### config.mk
export PLATFORM = sky130hd
export DESIGN_NAME = act_regs
export DESIGN_NICKNAME = d
export VERILOG_FILES = /design/src/act_pkg.sv /design/src/act_regs.sv
export SDC_FILE = /design/constraint.sdc
export NUM_CORES = 1
export LEC_CHECK = 0
export BUFFER_PORTS_ARGS = -buffer_cell sky130_fd_sc_hd__buf_4
export CAP_MARGIN = 40
export CORE_ASPECT_RATIO = 0.5
export CORE_MARGIN = 3
export CORE_UTILIZATION = 35
export DETAILED_ROUTE_END_ITERATION = 7
export GPL_TIMING_DRIVEN = 0
export PLACE_DENSITY = 0.6
export SLEW_MARGIN = 15
export SYNTH_ARGS = -nofsm -noshare
export SYNTH_HDL_FRONTEND = slang
export SYNTH_SLANG_ARGS = --single-unit
### constraint.sdc
create_clock -name mclk -period 5.4 [get_ports mclk]
set_clock_uncertainty 0.05 [all_clocks]
set_input_delay 0.27 -clock mclk [delete_from_list [all_inputs] [get_ports mclk]]
set_output_delay 0.27 -clock mclk [all_outputs]
set_load 0.01 [all_outputs]
### src/act_pkg.sv
package act_pkg;
  // register byte addresses; 16-bit values take offset (low) and offset+1 (high)
  localparam logic [7:0] ADDR_CUR_UPPER = 8'h60;
  localparam logic [7:0] ADDR_ACC_CLEAR = 8'h62;
  localparam logic [7:0] ADDR_CUR_LOWER = 8'h64;
  localparam logic [7:0] ADDR_PACK_THR = 8'h68;
  localparam logic [7:0] ADDR_CELL_THR = 8'h6C;
  localparam logic [7:0] ADDR_SHELF_THR = 8'h70;
  localparam logic [7:0] ADDR_HIGH_BYTE = 8'h01;

  // accumulator-clear bit positions
  localparam int CLR_CELL_TWO_TIME = 7;
  localparam int CLR_CELL_TWO_SUM = 6;
  localparam int CLR_TEMP_TIME = 5;
  localparam int CLR_TEMP_SUM = 4;
  localparam int CLR_CHARGE_TIME = 3;
  localparam int CLR_CHARGE_SUM = 2;
  localparam int CLR_DISCHARGE_TIME = 1;
  localparam int CLR_DISCHARGE_SUM = 0;

  // threshold-control enable bit positions
  localparam int EN_CURRENT_EXIT = 7;
  localparam int EN_CURRENT_ENTRY = 6;
  localparam int EN_PACK_EXIT = 5;
  localparam int EN_CELL_ONE_ENTRY = 4;
  localparam int EN_CELL_TWO_ENTRY = 3;
  localparam int EN_SHELF_ENTRY = 2;

  // result word layout
  localparam int SIGN_BIT = 15;
  localparam int MAG_W = 15;

  // reset values and the byte returned for unmapped reads
  localparam logic [15:0] THR_RESET = 16'h0000;
  localparam logic [7:0] CLR_RESET = 8'h00;
  localparam logic [7:0] RDATA_RESET = 8'h00;
  localparam logic [7:0] UNMAPPED_READ = 8'h00;
endpackage

### src/act_regs.sv
`timescale 1ns/1ps
`default_nettype none
// What this block does
// RL1 - writing one clears the matching accumulator
// RL2 - clear bits return to zero by themselves
// RL3 - bits 7..4: cell-two time/sum, temperature time/sum
// RL4 - bits 3..0: charge time/sum, discharge time/sum
// RL5 - five thresholds: three voltage, two current
// RL6 - current thresholds compared with current result
// RL7 - voltage thresholds compared with pack/cell results
// RL8 - each comparison gated by its enable bit
// RL9 - thresholds stored left justified like results
// RL10 - compare magnitudes only, sign ignored
// RL11 - pin bit zero pulls pin low
// RL12 - result: sign bit 15, magnitude 14..0
// RL13 - current above upper threshold leaves sample-sleep
// RL14 - cleared accumulator reads zero next access
// RL15 - bits beyond resolution count as zero
module act_regs
  import act_pkg::*;
#(
  parameter int RES_W = 4
) (
  // clock and reset
  input wire logic mclk,
  input wire logic resetn,
  // register access from the two-wire interface engine
  input wire logic [7:0] reg_addr,
  input wire logic reg_wr,
  input wire logic [7:0] reg_wdata,
  input wire logic reg_rd,
  output logic [7:0] reg_rdata,
  output logic reg_rvalid,
  // trip enables, resolution and measurement results
  input wire logic [7:0] threshold_control,
  input wire logic [RES_W-1:0] resolution,
  input wire logic [15:0] current_result,
  input wire logic [15:0] pack_voltage_result,
  input wire logic [15:0] cell_one_result,
  input wire logic [15:0] cell_two_result,
  // accumulator clear strobes
  output logic [7:0] accumulator_clear_pulse,
  // trip outcomes
  output logic current_exit_trip,
  output logic current_entry_trip,
  output logic pack_voltage_exit_trip,
  output logic cell_one_entry_trip,
  output logic cell_two_entry_trip,
  output logic shelf_entry_trip,
  // second general pin, open drain
  input wire logic general_pin_one_release,
  output logic general_pin_one_o,
  output logic general_pin_one_oe
);

  // refused at elaboration: the resolution cast below needs at least 4 bits
  if (RES_W < 4 || RES_W > 8) begin : g_res_check
    $error("act_regs: RES_W must lie in 4..8");
  end

  ////////////////////////////////////////////////////////////////////////////
  // helpers

  // magnitude only, low bits past the resolution forced to zero
  function automatic logic [MAG_W-1:0] masked_mag(input logic [15:0] v, input logic [RES_W-1:0] res);
    logic [MAG_W-1:0] mask;
    mask = '1;
    if (res < RES_W'(MAG_W)) begin
      mask = ~(mask >> res); // [RL15]
    end
    return v[MAG_W-1:0] & mask; // [RL10] [RL12]
  endfunction

  // update one byte of a 16-bit threshold
  function automatic logic [15:0] put_byte(input logic [15:0] old, input logic hi, input logic [7:0] d);
    return hi ? {d, old[7:0]} : {old[15:8], d};
  endfunction

  ////////////////////////////////////////////////////////////////////////////
  // registers

  logic [15:0] cur_upper_reg, cur_upper_next;
  logic [15:0] cur_lower_reg, cur_lower_next;
  logic [15:0] pack_thr_reg, pack_thr_next;
  logic [15:0] cell_thr_reg, cell_thr_next;
  logic [15:0] shelf_thr_reg, shelf_thr_next;
  logic [7:0] clr_reg, clr_next;
  logic [7:0] rdata_reg, rdata_next;
  logic rvalid_reg, rvalid_next;
  logic [7:0] base;
  logic hi;

  always_comb begin
    base = {reg_addr[7:1], 1'b0};
    hi = reg_addr[0];
    cur_upper_next = cur_upper_reg;
    cur_lower_next = cur_lower_reg;
    pack_thr_next = pack_thr_reg;
    cell_thr_next = cell_thr_reg;
    shelf_thr_next = shelf_thr_reg;
    // strobe lasts one cycle, then the register reads zero again
    clr_next = CLR_RESET; // [RL2]
    if (reg_wr) begin
      case (base)
        ADDR_CUR_UPPER: cur_upper_next = put_byte(cur_upper_reg, hi, reg_wdata); // [RL5] [RL9]
        ADDR_CUR_LOWER: cur_lower_next = put_byte(cur_lower_reg, hi, reg_wdata); // [RL5] [RL9]
        ADDR_PACK_THR: pack_thr_next = put_byte(pack_thr_reg, hi, reg_wdata); // [RL5]
        ADDR_CELL_THR: cell_thr_next = put_byte(cell_thr_reg, hi, reg_wdata); // [RL5]
        ADDR_SHELF_THR: shelf_thr_next = put_byte(shelf_thr_reg, hi, reg_wdata); // [RL5]
        default: begin
        end
      endcase
      if (reg_addr == ADDR_ACC_CLEAR) begin
        clr_next = reg_wdata; // [RL1] [RL3] [RL4]
      end
    end
    rvalid_next = reg_rd;
    rdata_next = rdata_reg;
    if (reg_rd) begin
      case (base)
        ADDR_CUR_UPPER: rdata_next = hi ? cur_upper_reg[15:8] : cur_upper_reg[7:0];
        ADDR_CUR_LOWER: rdata_next = hi ? cur_lower_reg[15:8] : cur_lower_reg[7:0];
        ADDR_PACK_THR: rdata_next = hi ? pack_thr_reg[15:8] : pack_thr_reg[7:0];
        ADDR_CELL_THR: rdata_next = hi ? cell_thr_reg[15:8] : cell_thr_reg[7:0];
        ADDR_SHELF_THR: rdata_next = hi ? shelf_thr_reg[15:8] : shelf_thr_reg[7:0];
        default: rdata_next = UNMAPPED_READ;
      endcase
      if (reg_addr == ADDR_ACC_CLEAR) begin
        rdata_next = clr_reg;
      end else if (reg_addr == (ADDR_ACC_CLEAR | ADDR_HIGH_BYTE)) begin
        rdata_next = UNMAPPED_READ;
      end
    end
  end

  always_ff @(posedge mclk) begin
    if (!resetn) begin
      cur_upper_reg <= THR_RESET;
      cur_lower_reg <= THR_RESET;
      pack_thr_reg <= THR_RESET;
      cell_thr_reg <= THR_RESET;
      shelf_thr_reg <= THR_RESET;
      clr_reg <= CLR_RESET;
      rdata_reg <= RDATA_RESET;
      rvalid_reg <= 1'b0;
    end else begin
      cur_upper_reg <= cur_upper_next;
      cur_lower_reg <= cur_lower_next;
      pack_thr_reg <= pack_thr_next;
      cell_thr_reg <= cell_thr_next;
      shelf_thr_reg <= shelf_thr_next;
      clr_reg <= clr_next;
      rdata_reg <= rdata_next;
      rvalid_reg <= rvalid_next;
    end
  end

  assign reg_rdata = rdata_reg;
  assign reg_rvalid = rvalid_reg;
  // accumulators clear on this strobe, so the next access already sees zero
  assign accumulator_clear_pulse = clr_reg; // [RL14]

  ////////////////////////////////////////////////////////////////////////////
  // trip comparisons

  logic [5:0] trip_reg, trip_next;
  logic [MAG_W-1:0] m_cur, m_pack, m_c1, m_c2;

  always_comb begin
    m_cur = masked_mag(current_result, resolution);
    m_pack = masked_mag(pack_voltage_result, resolution);
    m_c1 = masked_mag(cell_one_result, resolution);
    m_c2 = masked_mag(cell_two_result, resolution);
    trip_next[5] = threshold_control[EN_CURRENT_EXIT]
                   && (m_cur > masked_mag(cur_upper_reg, resolution)); // [RL6] [RL8] [RL13]
    trip_next[4] = threshold_control[EN_CURRENT_ENTRY]
                   && (m_cur < masked_mag(cur_lower_reg, resolution)); // [RL6] [RL8]
    trip_next[3] = threshold_control[EN_PACK_EXIT]
                   && (m_pack > masked_mag(pack_thr_reg, resolution)); // [RL7] [RL8]
    trip_next[2] = threshold_control[EN_CELL_ONE_ENTRY]
                   && (m_c1 < masked_mag(cell_thr_reg, resolution)); // [RL7] [RL8]
    trip_next[1] = threshold_control[EN_CELL_TWO_ENTRY]
                   && (m_c2 < masked_mag(cell_thr_reg, resolution)); // [RL7] [RL8]
    trip_next[0] = threshold_control[EN_SHELF_ENTRY]
                   && (m_pack < masked_mag(shelf_thr_reg, resolution)); // [RL7] [RL8]
  end

  always_ff @(posedge mclk) begin
    if (!resetn) begin
      trip_reg <= 6'h00;
    end else begin
      trip_reg <= trip_next;
    end
  end

  assign {current_exit_trip, current_entry_trip, pack_voltage_exit_trip,
          cell_one_entry_trip, cell_two_entry_trip, shelf_entry_trip} = trip_reg;

  ////////////////////////////////////////////////////////////////////////////
  // open-drain pin: output level is always low, only the enable moves

  logic pin_oe_reg, pin_oe_next;
  logic pin_o_reg;

  always_comb begin
    pin_oe_next = !general_pin_one_release; // [RL11]
  end

  always_ff @(posedge mclk) begin
    if (!resetn) begin
      pin_oe_reg <= 1'b0;
      pin_o_reg <= 1'b0;
    end else begin
      pin_oe_reg <= pin_oe_next;
      pin_o_reg <= 1'b0;
    end
  end

  assign general_pin_one_o = pin_o_reg;
  assign general_pin_one_oe = pin_oe_reg;

  logic wr_clr;
  assign wr_clr = reg_wr && (reg_addr == ADDR_ACC_CLEAR);
endmodule // act_regs
`default_nettype wire

* Yosys cells after proc, flatten, opt, wreduce, memory -nomap -nowiden *
Cells that the tools add are included.

cells by class
  magnitude comparators = 7
  bitwise gates (word level) = 11
  shift operators = 1
  equality and inequality tests = 7
  reductions and logical operators = 18
  muxes and demuxes = 9

operator list
  cell                   count
  $and 15x15->15         9
  $lt 15x15->1           4
  $mux 8                 7
  $pmux 8 s5             1
  $eq 7x6->1 const B     5
  $reduce_and 3->1       11
  $gt 15x15->1           2
  $eq 8x7->1 const B     2
  $mux 15                1
  $not 15->15            1
  $shr 15x4->15 const A  1
  $logic_and 1x1->1      6
  $lt 4x4->1 const B     1
  $logic_not 1->1        1
  $not 1->1              1

word-level totals
  register bits after elaboration = 104
  word-level logic and storage cells = 68
  output and inout port bits = 25
  bits of input ports = 97

* Longest topological paths before layout *
  depth after elaboration = 6
  mapped depth = 12
  depth with buffers taken out = 9

* Worst setup path before layout *
OpenSTA, ideal clock, no wires.

  path type = input-to-reg
  start point = input resolution[3]
  end point = register trip_reg[3]
  path buffers = 3
  arrival = 2.473 ns
  slack = 2.751 ns
  library setup time = 0.126 ns
  data required time = 5.224 ns
  cell stages on the path = 12
  cells stage by stage = buf_2 > buf_2 > or2_2 > clkbuf_1 > a21o_1 > and2_1 > ha_1 > a211o_1 > a21oi_1 > nand2_1 > a311oi_1 > a21oi_1

between the ends
  word-level cells in the longest chain between the ends = 6
  elaborated cells on any way between the ends = 8
  those cells by class = 2 x order compare; 1 x shift; 1 x mux; 3 x bitwise; 1 x reduce/logical

RTL lines
  what                  line             source
  from (decl)           act_regs.sv:36   input wire logic [RES_W-1:0] resolution,
  $shr 15x4->15         act_regs.sv:69   mask = ~(mask >> res);
  $not 15->15           act_regs.sv:69
  $mux 15 *             act_regs.sv:68   if (res < RES_W'(MAG_W)) begin
  $and 15x15->15        act_regs.sv:71   return v[MAG_W-1:0] & mask;
  $gt 15x15->1 *        act_regs.sv:179  && (m_pack > masked_mag(pack_thr_reg, resolution));
  $logic_and 1x1->1 *   act_regs.sv:179
  to (signal assigned)  act_regs.sv:192  trip_reg <= trip_next;
  to (decl)             act_regs.sv:166  logic [5:0] trip_reg, trip_next;

Mark *: on every way between the ends. The rest lies on a longest branch, timed or not.
A chain may end at the register's enable or synchronous reset.

* Worst setup path after layout *
  start point = input resolution[2]
  end point = register trip_reg[5]

between the ends
  word-level cells in the longest chain between the ends = 6
  elaborated cells on any way between the ends = 8
  those cells by class = 2 x order compare; 1 x shift; 1 x mux; 3 x bitwise; 1 x reduce/logical

RTL lines
  what                 line             source
  $shr 15x4->15        act_regs.sv:69
  $not 15->15          act_regs.sv:69
  $mux 15 *            act_regs.sv:68
  $and 15x15->15       act_regs.sv:71
  $gt 15x15->1 *       act_regs.sv:175  && (m_cur > masked_mag(cur_upper_reg, resolution));
  $logic_and 1x1->1 *  act_regs.sv:175

Marked as above.

==> results.toml <==
[run_status]
status = "complete, no violations"

[grt]
track_usage = 0.236
grt.overflow.total = 0
grt_max_degree = 17
grt_pass1_wl_um = 40600
grt_pass1_vias = 6829
grt_antenna_before_repair = 0

[run]
drv_cap = 0

[clock_tree]
clock_path_buffers = 2
cts_tree = "done"
numCtsBuffers = 9
postCtsSetupBuffers = 0
cts_resized = 0
cts-root-buf = "clkbuf_16"
clock-sinks = 104
hold_buffers = 0
h-tree-depth = 3
insertion_delay_ps = 360
path_clk_slew_ps = 70

[synth]
synth_edf_count = 0
seq_area_frac_synth = 0.284
synth_ff_type = "dfxtp_1"
syn_avg_cell_area_um2 = 8.30
ys_warn_count = 0
synth_top_area_share = 0.284
postSynth.asyncResetShare = 0
yosysTopAreaCell = "dfxtp_1"
synthCells = 885
syn_nets = 1056
synth_cell_types = 65
syn-cell-area_um2 = 7340
synthTopCellsByArea = "dfxtp_1 28%, ha_1 13%, nand2_1 9.7%"
synth_seq_cells = 104

[min_path]
hold_depth = 2
hp-class = "in -> reg"

[timing]
setup_tns_ps = 0
rsz0062_at_grt = "false"
drv_slew = 0
worst_slew_pin_slew_ps = 892
finalSetupViolations = 0
finalCriticalPeriod_ps = 3160
hold_viol = 0
setup_ws_ps = 2240
period_share = 0.586
relSlewSlack = 0.405
max_freq_ghz = 0.316

[pwr]
power.leakage_nw = 3.45
total_power_mw = 1.83
ir_worst_vdd_uv = 135
p_per_area_nw_per_um2 = 208

[layout]
insertedDiodeCount = 0
drive_gt1_frac = 0.174
fin_nets = 1176
area_growth_pct = 20.1

[detailed_routing]
num_vias = 7111
first_pass_iters = 6
ant_nets = 0
via_per_inst = 5.58
wl_per_cell_um = 21.3
drc = 0
drt-initial-drc-count = 590
drt-total-wl_um = 27200

[critical_path]
r2r-end = "trip_reg[5]"
worstPathRequired_ps = 5580
arrival_ps = 3340
critPathLaunchType = "input port"
crit_chain = "buf_4 > clkbuf_1 > and2_1 > clkbuf_1 > and2_1 > clkbuf_1 > nand2_1 > ha_1 > o31ai_1 > a311oi_1 > o31ai_1 > a211oi_1"
setup.worst_path.start = "resolution[2]"
rr_startpoint = "cur_upper_reg[1]"
worstSetupEndpoint = "trip_reg[5]"
rrSetupSlack_ps = 3150
cp_common_cell = "clkbuf_1"
crit_fanout = 10
cp.depth = 12
crit_slowest_cell = "o31ai_1"
r2r_cells = 7
crit_family = "buffers and inverters"
path_buf_inv = 4
worstSetupPathType = "in -> reg"
crit_path_end_kind = "register"
cp_slowest_stage_delay_ps = 460

[floorplanning]
start_util = 0.367
rows = 36
die_x_um = 211
die-height_um = 108
num_io_pins = 122
fp.coreArea_um2 = 20000
die_area_um2 = 22900

[place]
dp_hpwl_um = 21600
finalWeightedCongestion = 0.978
pre_cts_ws_ps = 1890
port_buffers = 108
-- cells in the final DEF (no fill, tap or decap), drive strengths merged, types with 11 or more instances in the layout --
cell / instances
nand2: 189
buf: 127
dfxtp: 104
ha: 74
and2: 55
clkbuf: 48
a21boi: 48
nor2b: 42
mux2i: 42
a21oi: 32
o21ai: 29
nand3: 26
inv: 14
nand4: 11
-- metal layers --
| layer | track usage | part of all wire | vias up |
|---|---|---|---|
| li1 | - | - | 3397 |
| met1 | 0.357 | 0.50 | 3404 |
| met2 | 0.341 | 0.41 | 289 |
| met3 | 0.0536 | 0.083 | 21 |
| met4 | 0.0425 | 0.012 | 0 |
| met5 | 0 | 0 | - |
-- cells in the mapped netlist (5+ instances only) --
master and number:
nand2_1 189, dfxtp_1 104, ha_1 74, and2_1 55, mux2i_1 42, nor2b_1 42, clkbuf_1 38, a21oi_1 32
a21boi_0 31, o21ai_0 28, nand3_1 25, a21boi_1 17, buf_2 14, inv_1 13, nand4_1 11, mux2_2 10
xor2_1 10, a211oi_1 9, a32oi_1 9, and3_1 9, nor2_1 8, mux4_2 7, nor3_2 6, a211o_1 5
a21o_1 5, a22oi_1 5, a31oi_1 5, o211ai_1 5, o221a_1 5
-- kinds of logic after synthesis --
kind of cell               after synthesis  share of synthesized area
adders and majority gates               74                      0.126
DFF                                    104                      0.284
muxes                                   59                     0.0941
xor gates and xnor gates                12                     0.0143
AOI/OAI and AO/OA                      188                      0.179
and+or+nand+nor                        378                      0.263
buffers and inverters                   69                     0.0402
other                                    1                   0.000511
-- through the flow --
stage / util / cells / hold slack (ps) / area [µm²]
after floorplan: - / 885 / 292 / 7340
after global placement: 0.424 / 1259 / 380 / 8490
after detailed placement: 0.425 / 1260 / 383 / 8500
after CTS: 0.441 / 1274 / 10.8 / 8820
after global routing: 0.441 / 1274 / 11.7 / 8820
final: 0.441 / 1274 / 11.7 / 8820
-- how the worst min path moves through the flow --
stage                                    end                     from  slack, ps
final                     general_pin_one_oe  general_pin_one_release         10
after global routing      general_pin_one_oe  general_pin_one_release         10
after CTS                 general_pin_one_oe  general_pin_one_release         10
after detailed placement  general_pin_one_oe  general_pin_one_release        380
after global placement    general_pin_one_oe  general_pin_one_release        380
after floorplan           general_pin_one_oe  general_pin_one_release        290
-- area by class of cell --
class / instances / area (µm²)
sequential: 104 / 2080
tap: 266 / 333
buffer: 56 / 246
inverter: 13 / 48.8
timing repair buffer: 109 / 826
clock inverter: 4 / 77.6
multi-input combinational: 712 / 4960
fill: 2063 / 11200
clock buffer: 10 / 239
-- power by group --
part           switching (mW)  total, mW  internal [mW]
clock                   0.312      0.729          0.417
sequential            0.00384      0.777          0.773
combinational           0.186      0.329          0.142
total                   0.502       1.83           1.33
Power figures use the tool's default switching activity.
